**src/include/uirc_pkg.sv**
```systemverilog
// Package for the infrared pulse codec: offsets, fields, reset values.
// Assumes a 32-bit AXI4-Lite register bus and one 200 MHz clock.
package uirc_pkg;
   // ==========================================================
   // Register byte offsets
   localparam logic [7:0] UIRC_OFS_MODE = 8'h00;
   localparam logic [7:0] UIRC_OFS_STAT = 8'h04;
   localparam logic [7:0] UIRC_OFS_TXH = 8'h08;
   localparam logic [7:0] UIRC_OFS_RXH = 8'h0C;
   localparam logic [7:0] UIRC_OFS_BAUD = 8'h10;
   // ==========================================================
   // Field positions
   localparam int UIRC_BIT_PORT_EN = 15;
   localparam int UIRC_BIT_IR_EN = 12;
   localparam int UIRC_BIT_PINSEL_LO = 8;
   localparam int UIRC_BIT_TX_POL = 14;
   localparam logic [1:0] UIRC_PINSEL_BCLK = 2'h3;
   // ==========================================================
   // Reset values
   localparam logic [15:0] UIRC_MODE_RST = 16'h0000;
   localparam logic [15:0] UIRC_STAT_RST = 16'h0110;
   localparam logic [15:0] UIRC_BAUD_RST = 16'h0000;
   // ==========================================================
   // Encoder and decoder timing, in 16x ticks
   localparam logic [3:0] UIRC_ENC_HI_START = 4'h7;
   localparam logic [3:0] UIRC_ENC_HI_END = 4'hA;
   localparam logic [3:0] UIRC_DEC_LAST = 4'hF;
   // AXI answers
   localparam logic [1:0] UIRC_RESP_OKAY = 2'h0;
   localparam logic [1:0] UIRC_RESP_SLVERR = 2'h2;
endpackage : uirc_pkg

```
**src/hdl/uirc_skid.sv**
```systemverilog
// Two-entry buffer with valid and ready on both sides.
// Assumes one clock and a synchronous active-low reset.
`timescale 1ns/10ps
module uirc_skid
   import uirc_pkg::*;
#(
   parameter int WIDTH = 1
) (
   input wire logic clk,
   input wire logic rst_b,
   input wire logic [WIDTH-1:0] in_data,
   input wire logic in_valid,
   output logic in_ready,
   output logic [WIDTH-1:0] out_data,
   output logic out_valid,
   input wire logic out_ready
);
   if (WIDTH < 1) begin : g_width_check
      $error("uirc_skid: WIDTH must be positive");
   end
   logic [WIDTH-1:0] mem_reg [2];
   logic wp_reg, rp_reg;
   logic [1:0] cnt_reg;
   logic [1:0] cnt_next;
   logic in_ready_reg;
   wire logic push = in_valid && in_ready_reg;
   wire logic pop = out_valid && out_ready;
   assign cnt_next = cnt_reg + {1'b0, push} - {1'b0, pop};
   // Ready from a flop, equal to count below two
   assign in_ready = in_ready_reg;
   assign out_valid = (cnt_reg != 2'h0);
   assign out_data = mem_reg[rp_reg];
   always_ff @(posedge clk) begin
      if (push) begin
         mem_reg[wp_reg] <= in_data;
      end
   end
   always_ff @(posedge clk) begin
      if (!rst_b) begin
         wp_reg <= 1'b0;
         rp_reg <= 1'b0;
         cnt_reg <= 2'h0;
         in_ready_reg <= 1'b0;
      end else begin
         if (push) wp_reg <= ~wp_reg;
         if (pop) rp_reg <= ~rp_reg;
         cnt_reg <= cnt_next;
         in_ready_reg <= (cnt_next != 2'h2);
      end
   end
endmodule // uirc_skid

```
**src/hdl/uirc_decoder.sv**
```systemverilog
// Infrared pulse decoder: falling edges give 16-tick low windows.
// Assumes a synchronised input and a one-cycle 16x tick on one clock.
`timescale 1ns/10ps
module uirc_decoder
   import uirc_pkg::*;
(
   input wire logic clk,
   input wire logic rst_b,
   input wire logic enable,
   input wire logic tick,
   input wire logic rx_sync,
   output logic dec_out
);
   logic prev_reg, low_reg, again_reg;
   logic [3:0] cnt_reg;
   wire logic fall = tick && prev_reg && !rx_sync;
   always_ff @(posedge clk) begin
      if (!rst_b || !enable) prev_reg <= 1'b1;
      else if (tick) prev_reg <= rx_sync;
   end
   always_ff @(posedge clk) begin
      if (!rst_b || !enable) begin
         low_reg <= 1'b0;
         again_reg <= 1'b0;
         cnt_reg <= 4'h0;
      end else if (tick) begin
         if (!low_reg) begin
            if (fall) begin
               low_reg <= 1'b1;
               cnt_reg <= 4'h0;
            end
         end else if (cnt_reg == UIRC_DEC_LAST) begin
            cnt_reg <= 4'h0;
            low_reg <= again_reg || fall;
            again_reg <= 1'b0;
         end else begin
            cnt_reg <= cnt_reg + 4'h1;
            if (fall) again_reg <= 1'b1;
         end
      end
   end
   assign dec_out = !low_reg;
endmodule // uirc_decoder

```
**src/hdl/uirc_codec.sv**
```systemverilog
// Top of the infrared pulse codec with its AXI4-Lite register file.
// Assumes serial bits arrive on a valid/ready stream from the port core.
// What this block does
// - Drive 16x clock out when port enabled and select is 11
// - Codec active only while enable bit set
// - Codec uses rx and tx pins
// - One bit: all sixteen ticks low
// - Zero bit: 7 low, 3 high, 6 low
// - Polarity affects only infrared transmit
// - Idle level follows polarity bit
// - Falling edge gives sixteen-tick low
// - Extra edge extends low by sixteen
// - Decoded lag seven to eight ticks
// - Inverted input decodes, lag ten-eleven
// - Short glitches left to majority sampling
//
// Local design decisions: the address map and the AXI4-Lite interface to the registers.
`timescale 1ns/10ps
module uirc_codec
   import uirc_pkg::*;
(
   input wire logic SYS_CLK,
   input wire logic RST_B,
   input wire logic [7:0] S_AXI_AWADDR,
   input wire logic S_AXI_AWVALID,
   output logic S_AXI_AWREADY,
   input wire logic [31:0] S_AXI_WDATA,
   input wire logic [3:0] S_AXI_WSTRB,
   input wire logic S_AXI_WVALID,
   output logic S_AXI_WREADY,
   output logic [1:0] S_AXI_BRESP,
   output logic S_AXI_BVALID,
   input wire logic S_AXI_BREADY,
   input wire logic [7:0] S_AXI_ARADDR,
   input wire logic S_AXI_ARVALID,
   output logic S_AXI_ARREADY,
   output logic [31:0] S_AXI_RDATA,
   output logic [1:0] S_AXI_RRESP,
   output logic S_AXI_RVALID,
   input wire logic S_AXI_RREADY,
   input wire logic TX_BIT_DATA,
   input wire logic TX_BIT_VALID,
   output logic TX_BIT_READY,
   input wire logic TX_RAW,
   output logic RX_DECODED,
   input wire logic SERIAL_RX_PIN,
   output logic SERIAL_TX_PIN,
   output logic BAUD_CLOCK_OUT_PIN,
   output logic BAUD_CLOCK_OUT_OE
);
   // ==========================================================
   // Registers
   logic [15:0] mode_reg, stat_reg, baud_reg, txh_reg;
   logic [15:0] rxh_reg;
   wire logic port_en = mode_reg[UIRC_BIT_PORT_EN];
   wire logic ir_en = port_en && mode_reg[UIRC_BIT_IR_EN];
   wire logic tx_pol = stat_reg[UIRC_BIT_TX_POL];
   wire logic [1:0] pin_sel = mode_reg[UIRC_BIT_PINSEL_LO +: 2];

   // ==========================================================
   // AXI4-Lite write side
   logic aw_hold_reg, w_hold_reg;
   logic [7:0] aw_addr_reg;
   logic [31:0] w_data_reg;
   logic [3:0] w_strb_reg;
   logic awready_reg, wready_reg, bvalid_reg;
   logic [1:0] bresp_reg;
   wire logic aw_take = S_AXI_AWVALID && awready_reg;
   wire logic w_take = S_AXI_WVALID && wready_reg;
   wire logic wr_go = aw_hold_reg && w_hold_reg && !bvalid_reg;

   function automatic logic addr_ok(input logic [7:0] a);
      addr_ok = (a == UIRC_OFS_MODE) || (a == UIRC_OFS_STAT) ||
                (a == UIRC_OFS_TXH) || (a == UIRC_OFS_RXH) ||
                (a == UIRC_OFS_BAUD);
   endfunction

   function automatic logic [15:0] merge(input logic [15:0] old,
                                         input logic [31:0] d,
                                         input logic [3:0] s);
      merge = {s[1] ? d[15:8] : old[15:8], s[0] ? d[7:0] : old[7:0]};
   endfunction

   always_ff @(posedge SYS_CLK) begin
      if (!RST_B) begin
         aw_hold_reg <= 1'b0;
         w_hold_reg <= 1'b0;
         aw_addr_reg <= 8'h00;
         w_data_reg <= 32'h0000_0000;
         w_strb_reg <= 4'h0;
         awready_reg <= 1'b0;
         wready_reg <= 1'b0;
         bvalid_reg <= 1'b0;
         bresp_reg <= UIRC_RESP_OKAY;
      end else begin
         awready_reg <= !aw_hold_reg && !aw_take;
         wready_reg <= !w_hold_reg && !w_take;
         if (aw_take) begin
            aw_hold_reg <= 1'b1;
            aw_addr_reg <= S_AXI_AWADDR;
         end
         if (w_take) begin
            w_hold_reg <= 1'b1;
            w_data_reg <= S_AXI_WDATA;
            w_strb_reg <= S_AXI_WSTRB;
         end
         if (wr_go) begin
            aw_hold_reg <= 1'b0;
            w_hold_reg <= 1'b0;
            bvalid_reg <= 1'b1;
            bresp_reg <= addr_ok(aw_addr_reg) ? UIRC_RESP_OKAY
                                              : UIRC_RESP_SLVERR;
         end else if (bvalid_reg && S_AXI_BREADY) begin
            bvalid_reg <= 1'b0;
         end
      end
   end

   always_ff @(posedge SYS_CLK) begin
      if (!RST_B) begin
         mode_reg <= UIRC_MODE_RST;
         stat_reg <= UIRC_STAT_RST;
         baud_reg <= UIRC_BAUD_RST;
         txh_reg <= 16'h0000;
      end else if (wr_go) begin
         case (aw_addr_reg)
            UIRC_OFS_MODE: mode_reg <= merge(mode_reg, w_data_reg, w_strb_reg);
            UIRC_OFS_STAT: stat_reg <= merge(stat_reg, w_data_reg, w_strb_reg);
            UIRC_OFS_TXH: txh_reg <= merge(txh_reg, w_data_reg, w_strb_reg);
            UIRC_OFS_BAUD: baud_reg <= merge(baud_reg, w_data_reg, w_strb_reg);
            default: ;
         endcase
      end
   end

   // ==========================================================
   // AXI4-Lite read side
   logic arready_reg, rvalid_reg;
   logic [31:0] rdata_reg;
   logic [1:0] rresp_reg;
   always_ff @(posedge SYS_CLK) begin
      if (!RST_B) begin
         arready_reg <= 1'b0;
         rvalid_reg <= 1'b0;
         rdata_reg <= 32'h0000_0000;
         rresp_reg <= UIRC_RESP_OKAY;
      end else begin
         arready_reg <= !rvalid_reg && !(S_AXI_ARVALID && arready_reg);
         if (S_AXI_ARVALID && arready_reg) begin
            rvalid_reg <= 1'b1;
            rresp_reg <= addr_ok(S_AXI_ARADDR) ? UIRC_RESP_OKAY
                                               : UIRC_RESP_SLVERR;
            case (S_AXI_ARADDR)
               UIRC_OFS_MODE: rdata_reg <= {16'h0000, mode_reg};
               UIRC_OFS_STAT: rdata_reg <= {16'h0000, stat_reg};
               UIRC_OFS_RXH: rdata_reg <= {16'h0000, rxh_reg};
               UIRC_OFS_BAUD: rdata_reg <= {16'h0000, baud_reg};
               default: rdata_reg <= 32'h0000_0000;
            endcase
         end else if (rvalid_reg && S_AXI_RREADY) begin
            rvalid_reg <= 1'b0;
         end
      end
   end

   // ==========================================================
   // 16x tick from baud divisor
   logic [15:0] div_reg;
   logic tick_reg, bclk_reg;
   always_ff @(posedge SYS_CLK) begin
      if (!RST_B || !port_en) begin
         div_reg <= 16'h0000;
         tick_reg <= 1'b0;
         bclk_reg <= 1'b0;
      end else if (div_reg >= baud_reg) begin
         div_reg <= 16'h0000;
         tick_reg <= 1'b1;
         bclk_reg <= 1'b1;
      end else begin
         div_reg <= div_reg + 16'h0001;
         tick_reg <= 1'b0;
         bclk_reg <= (div_reg < (baud_reg >> 1));
      end
   end

   // ==========================================================
   // Receive pin synchroniser and decoder
   logic [2:0] rx_sy_reg;
   logic rx_stable_reg;
   always_ff @(posedge SYS_CLK) begin
      if (!RST_B) begin
         rx_sy_reg <= 3'b111;
         rx_stable_reg <= 1'b1;
      end else begin
         rx_sy_reg <= {rx_sy_reg[1:0], SERIAL_RX_PIN};
         if (rx_sy_reg[2] == rx_sy_reg[1]) rx_stable_reg <= rx_sy_reg[1];
      end
   end

   logic dec_out;
   uirc_decoder u_dec (
      .clk(SYS_CLK),
      .rst_b(RST_B),
      .enable(ir_en),
      .tick(tick_reg),
      .rx_sync(rx_stable_reg),
      .dec_out(dec_out)
   );

   logic rx_out_reg;
   always_ff @(posedge SYS_CLK) begin
      if (!RST_B) begin
         rx_out_reg <= 1'b1;
         rxh_reg <= 16'h0000;
      end else begin
         rx_out_reg <= ir_en ? dec_out : rx_stable_reg;
         rxh_reg <= {15'h0000, rx_out_reg};
      end
   end

   // ==========================================================
   // Transmit bit buffer and encoder
   logic buf_valid, buf_data, pop;
   uirc_skid #(.WIDTH(1)) u_buf (
      .clk(SYS_CLK),
      .rst_b(RST_B),
      .in_data(TX_BIT_DATA),
      .in_valid(TX_BIT_VALID),
      .in_ready(TX_BIT_READY),
      .out_data(buf_data),
      .out_valid(buf_valid),
      .out_ready(pop)
   );

   logic busy_reg, bit_reg;
   logic [3:0] ph_reg;
   assign pop = ir_en && tick_reg && (!busy_reg || ph_reg == 4'hF);
   always_ff @(posedge SYS_CLK) begin
      if (!RST_B || !ir_en) begin
         busy_reg <= 1'b0;
         bit_reg <= 1'b1;
         ph_reg <= 4'h0;
      end else if (tick_reg) begin
         if (pop && buf_valid) begin
            busy_reg <= 1'b1;
            bit_reg <= buf_data;
            ph_reg <= 4'h0;
         end else if (busy_reg && ph_reg == 4'hF) begin
            busy_reg <= 1'b0;
         end else if (busy_reg) begin
            ph_reg <= ph_reg + 4'h1;
         end
      end
   end

   // Pulse in ticks 7 to 9 for zero
   wire logic pulse = busy_reg && !bit_reg &&
      ph_reg >= UIRC_ENC_HI_START && ph_reg < UIRC_ENC_HI_END;

   logic tx_reg, bout_reg, boe_reg;
   always_ff @(posedge SYS_CLK) begin
      if (!RST_B) begin
         tx_reg <= 1'b1;
         bout_reg <= 1'b0;
         boe_reg <= 1'b0;
      end else begin
         if (ir_en) tx_reg <= pulse ^ tx_pol;
         else tx_reg <= TX_RAW;
         boe_reg <= port_en && (pin_sel == UIRC_PINSEL_BCLK);
         bout_reg <= port_en && (pin_sel == UIRC_PINSEL_BCLK) && bclk_reg;
      end
   end

   assign S_AXI_AWREADY = awready_reg;
   assign S_AXI_WREADY = wready_reg;
   assign S_AXI_BVALID = bvalid_reg;
   assign S_AXI_BRESP = bresp_reg;
   assign S_AXI_ARREADY = arready_reg;
   assign S_AXI_RVALID = rvalid_reg;
   assign S_AXI_RDATA = rdata_reg;
   assign S_AXI_RRESP = rresp_reg;
   assign SERIAL_TX_PIN = tx_reg;
   assign RX_DECODED = rx_out_reg;
   assign BAUD_CLOCK_OUT_PIN = bout_reg;
   assign BAUD_CLOCK_OUT_OE = boe_reg;

   // ==========================================================
   // Checks
   // Idle level
   property p_idle;
      @(posedge SYS_CLK) disable iff (!RST_B)
      ($past(ir_en) && ir_en && !$past(busy_reg)) |-> tx_reg == $past(tx_pol);
   endproperty
   a_idle: assert property (p_idle) else $error("tx idle level wrong");
   property p_bclk_off;
      @(posedge SYS_CLK) disable iff (!RST_B)
      !$past(port_en) |-> !BAUD_CLOCK_OUT_OE;
   endproperty
   a_bclk_off: assert property (p_bclk_off) else $error("bclk enabled");
   property p_one_bit;
      @(posedge SYS_CLK) disable iff (!RST_B)
      (ir_en && busy_reg && bit_reg) |=> !ir_en || tx_reg == $past(tx_pol);
   endproperty
   a_one_bit: assert property (p_one_bit) else $error("one bit pulsed");
   property p_zero_bit;
      @(posedge SYS_CLK) disable iff (!RST_B)
      (ir_en && busy_reg && !bit_reg && ph_reg == 4'h8) |=>
         !ir_en || tx_reg != $past(tx_pol);
   endproperty
   a_zero_bit: assert property (p_zero_bit) else $error("no pulse");
   property p_raw;
      @(posedge SYS_CLK) disable iff (!RST_B)
      !ir_en |=> tx_reg == $past(TX_RAW);
   endproperty
   a_raw: assert property (p_raw) else $error("raw tx wrong");
   property p_dec_low;
      @(posedge SYS_CLK) disable iff (!RST_B)
      (ir_en && u_dec.fall && dec_out) |=> !ir_en || !dec_out;
   endproperty
   a_dec_low: assert property (p_dec_low) else $error("no low");
   property p_rx_sel;
      @(posedge SYS_CLK) disable iff (!RST_B)
      ir_en |=> rx_out_reg == $past(dec_out);
   endproperty
   a_rx_sel: assert property (p_rx_sel) else $error("rx path wrong");
   property p_dec_off;
      @(posedge SYS_CLK) disable iff (!RST_B)
      !ir_en |=> dec_out;
   endproperty
   a_dec_off: assert property (p_dec_off) else $error("dec active");
   property p_dec_again;
      @(posedge SYS_CLK) disable iff (!RST_B)
      (ir_en && tick_reg && u_dec.low_reg && u_dec.again_reg &&
         u_dec.cnt_reg == UIRC_DEC_LAST) |=> !dec_out;
   endproperty
   a_dec_again: assert property (p_dec_again) else $error("no extend");
   property p_dec_tick;
      @(posedge SYS_CLK) disable iff (!RST_B)
      (ir_en && !tick_reg) |=> $stable(u_dec.cnt_reg);
   endproperty
   a_dec_tick: assert property (p_dec_tick) else $error("off tick");
   c_zero: cover property (@(posedge SYS_CLK) pulse);
   c_ext: cover property (@(posedge SYS_CLK) u_dec.again_reg);
   c_bclk: cover property (@(posedge SYS_CLK) BAUD_CLOCK_OUT_PIN);
endmodule // uirc_codec

```
**config.mk**
```make
export PLATFORM = sky130hd
export DESIGN_NAME = uirc_codec
export DESIGN_NICKNAME = d
export VERILOG_FILES = /design/src/include/uirc_pkg.sv /design/src/hdl/uirc_skid.sv /design/src/hdl/uirc_decoder.sv /design/src/hdl/uirc_codec.sv
export SDC_FILE = /design/constraint.sdc
export NUM_CORES = 1
export LEC_CHECK = 0
export ABC_AREA = 0
export BUFFER_PORTS_ARGS = -buffer_cell sky130_fd_sc_hd__buf_2
export CORE_UTILIZATION = 35
export CTS_CLUSTER_SIZE = 20
export DETAILED_ROUTE_END_ITERATION = 7
export PLACE_DENSITY = 0.51
export SKIP_LAST_GASP = 1
export SLEW_MARGIN = 20
export SYNTH_ARGS = -nofsm -noshare
export SYNTH_HDL_FRONTEND = slang
export SYNTH_SLANG_ARGS = --single-unit
```
**constraint.sdc**
```tcl
create_clock -name SYS_CLK -period 2.4 [get_ports SYS_CLK]
set_input_delay 0.24 -clock SYS_CLK [delete_from_list [all_inputs] [get_ports SYS_CLK]]
set_output_delay 0.24 -clock SYS_CLK [all_outputs]
set_load 0.01 [all_outputs]
```
==> flow_summary.yaml <==
power:
  pwr-share-seq: 0.427
  internal_power_mw: 4.64
  vdd.ir_drop.worst_mv: 0.481
  swShare: 0.207
  leakagePower_nw: 3.40
  p_switching_mw: 1.21
  p_comb_frac: 0.040
  power_mw: 5.86
  power_density_nw_per_um2: 739
  clkPwrFrac: 0.533
final_layout:
  layout.nets: 886
  antenna_cells: 0
  syn_to_final_growth_pct: 20.1
  final_cells: 1030
  design_area_sq_um: 7930
  fin_util: 0.435
  layout-drive-gt1-share: 0.156
yosys:
  seq_area_frac_synth: 0.446
  synth_mux_area_frac: 0.0777
  yosys_most_used_dff: "dfxtp_1"
  synth-compound-area-share: 0.135
  synth_edf_count: 2
  synth_top_family_by_area: "simple AND/OR/NAND/NOR gates"
  synth_simple_gate_area_frac: 0.197
  synth_seq_cells: 146
  async_flop_share: 0
  postSynthCellCount: 707
  synth_fa_ha_area_frac: 0.0663
  synth_cell_types: 49
  yosysWarnings: 0
  synth.cell_area_sq_um: 6600
  syn-mean-instance-area_sq_um: 9.34
  synth-xor-area-share: 0.0279
sta:
  period_needed_ps: 2080
  worst_pin_slew_ps: 826
  fin_tns_setup_ps: 0
  min_period_over_period: 0.869
  timing.final.ws_setup_ps: 315
  hold_violations: 0
  report.final.slew_viol_count: 0
  finalClockSkew_ps: 5.17
  hold-worst-slack_ps: 44.4
  max_freq_ghz: 0.480
  rsz0062_at_grt: "false"
  setup_violations: 0
  relSlewSlack: 0.448
drt:
  routed_via_density: 4.93
  first_iter_violations: 289
  wl_um: 15500
  routed.top_layer: "met4"
  dr_wl_met2_um: 7170
  drc: 0
  vias: 5081
  first_pass_iters: 5
  routedWlPerCell_um: 15.1
  met1_length_um: 7410
  wl_met3_um: 733
  antenna_left: 0
clocking:
  cts_resized: 0
  cts_made_buffers: 17
  clock_sinks: 146
  cts.root.buffer_cell: "clkbuf_16"
  ctsHtreeMaxLevel: 4
  cts.clk_slew.worst_paths_ps: 60
  clockBufferDepth: 2
  cts_tree: "yes"
  insertion_delay_ps: 420
worst_setup_path:
  critPathCaptureType: "flip-flop"
  cp.arrival_ps: 2400
  crit_type: "reg2reg"
  crit_fanout: 4
  startpoint_type: "flip-flop"
  crit_required_ps: 2720
placed_design:
  place_hpwl_um: 11000
  dp.cells: 996
  place_ws_ps: 186
  io_buffers: 72
  place_area_sq_um: 7210
  place_congestion: 0.882
grt:
  antenna_found_initial: 0
  grt_max_degree: 98
  grt_pass1_vias: 5181
  grt_pass1_wl_um: 26000
  grt_overflow_total: 0
  grt_use_total: 0.169
outcome:
  status: "finished, final reports clean"
floorplanning:
  die_height_um: 139
  rows: 49
  die-area_sq_um: 19400
  core_sq_um: 18200
  start_util: 0.363
  die_w_um: 139
  io_pins: 109
min_path:
  hold_path_class: "in2reg"
run:
  maxCapViolCount: 0
layout make-up:
cell class                 count  area, sq um
inverter                      23         86.3
fill                        1739        10300
sequential                   146         2940
clock buffer                  20          478
timing repair buffer          89          518
clock inverter                12          224
multi-input combinational    511         3390
tap                          229          287
cell families after synthesis:
group	count (synthesis)
AO/OA/AOI/OAI	133
buffers and inverters	67
AND/OR/NAND/NOR	253
XOR/XNOR	21
flip-flops	146
adder cells (fa/ha/maj)	35
other	1
multiplexers	51
timing repair:
item                                   in CTS  in global routing
buffers inserted                            0                  0
endpoints found under the hold margin       3                  0
hold buffers                                2                  0
cells in the mapped netlist, types with 4 or more instances:
cell,number,area [sq um]
dfxtp_1,144,2880
nand2_1,85,319
nor2b_1,52,325
mux2i_1,49,490
nor2_1,39,146
ha_1,35,438
a22oi_1,34,255
o21ai_0,30,150
a21boi_0,28,210
inv_1,23,86.3
clkbuf_1,21,78.8
a21oi_1,18,90.1
buf_4,18,135
and2_1,14,87.6
nand3_1,12,60.1
xnor2_1,11,96.3
xor2_1,10,87.6
nand2b_1,9,56.3
and3_1,8,50.1
nor3_1,7,35.0
nand4_1,6,37.5
and4_1,4,35.0
path summary, 6_finish.rpt:
path                                start                        end  slack [ps]  cells past startpoint
hold reg to reg   rx_sy_reg[0]$_SDFF_PN1_    rx_sy_reg[1]$_SDFF_PN1_         410                      1
setup reg to reg   ph_reg[0]$_SDFFE_PP0P_  u_buf.in_ready$_SDFF_PN0_         320                      9
hold / removal                     TX_RAW   SERIAL_TX_PIN$_SDFF_PN1_          40                      3
setup / recovery   ph_reg[0]$_SDFFE_PP0P_  u_buf.in_ready$_SDFF_PN0_         320                      9
cells in the final DEF, fill, tap and decap left out, types with 8 or more instances in the layout:
cell,Yosys,routed
a21boi_0,28,28
a21oi_1,18,18
a22oi_1,34,34
and2_1,14,14
and3_1,8,8
buf_2,3,72
buf_4,18,13
clkbuf_16,0,18
conb_1,1,18
dfxtp_1,144,144
ha_1,35,35
inv_1,23,23
mux2i_1,49,49
nand2_1,85,85
nand2b_1,9,9
nand3_1,12,12
nor2_1,39,39
nor2b_1,52,52
o21ai_0,30,30
xnor2_1,11,11
xor2_1,10,10
power by group through the flow:
stage                     Clock [mW]  Sequential (mW)  Combinational [mW]
after detailed placement           0             2.56               0.231
after floorplan                    0             2.55               0.153
after CTS                       3.18             2.50               0.235
after global routing            3.29             2.51               0.261
after global placement             0             2.55               0.228
final                           3.12             2.50               0.232
layer usage:
metal	track usage	vias up
li1	-	2580
met3	0.0406	19
met5	0	-
met2	0.276	107
met1	0.217	2375
met4	0.0585	0
worst max-delay path: stages, from the launching register on:
cell and delay (ps):
dfxtp_1 330, ha_1 250, a31oi_1 300, nor2_1 120, ha_1 280, inv_1 40, ha_1 170, xor2_1 150
xnor2_1 160, o21a_1 180
(Power assumes the default switching activity.)
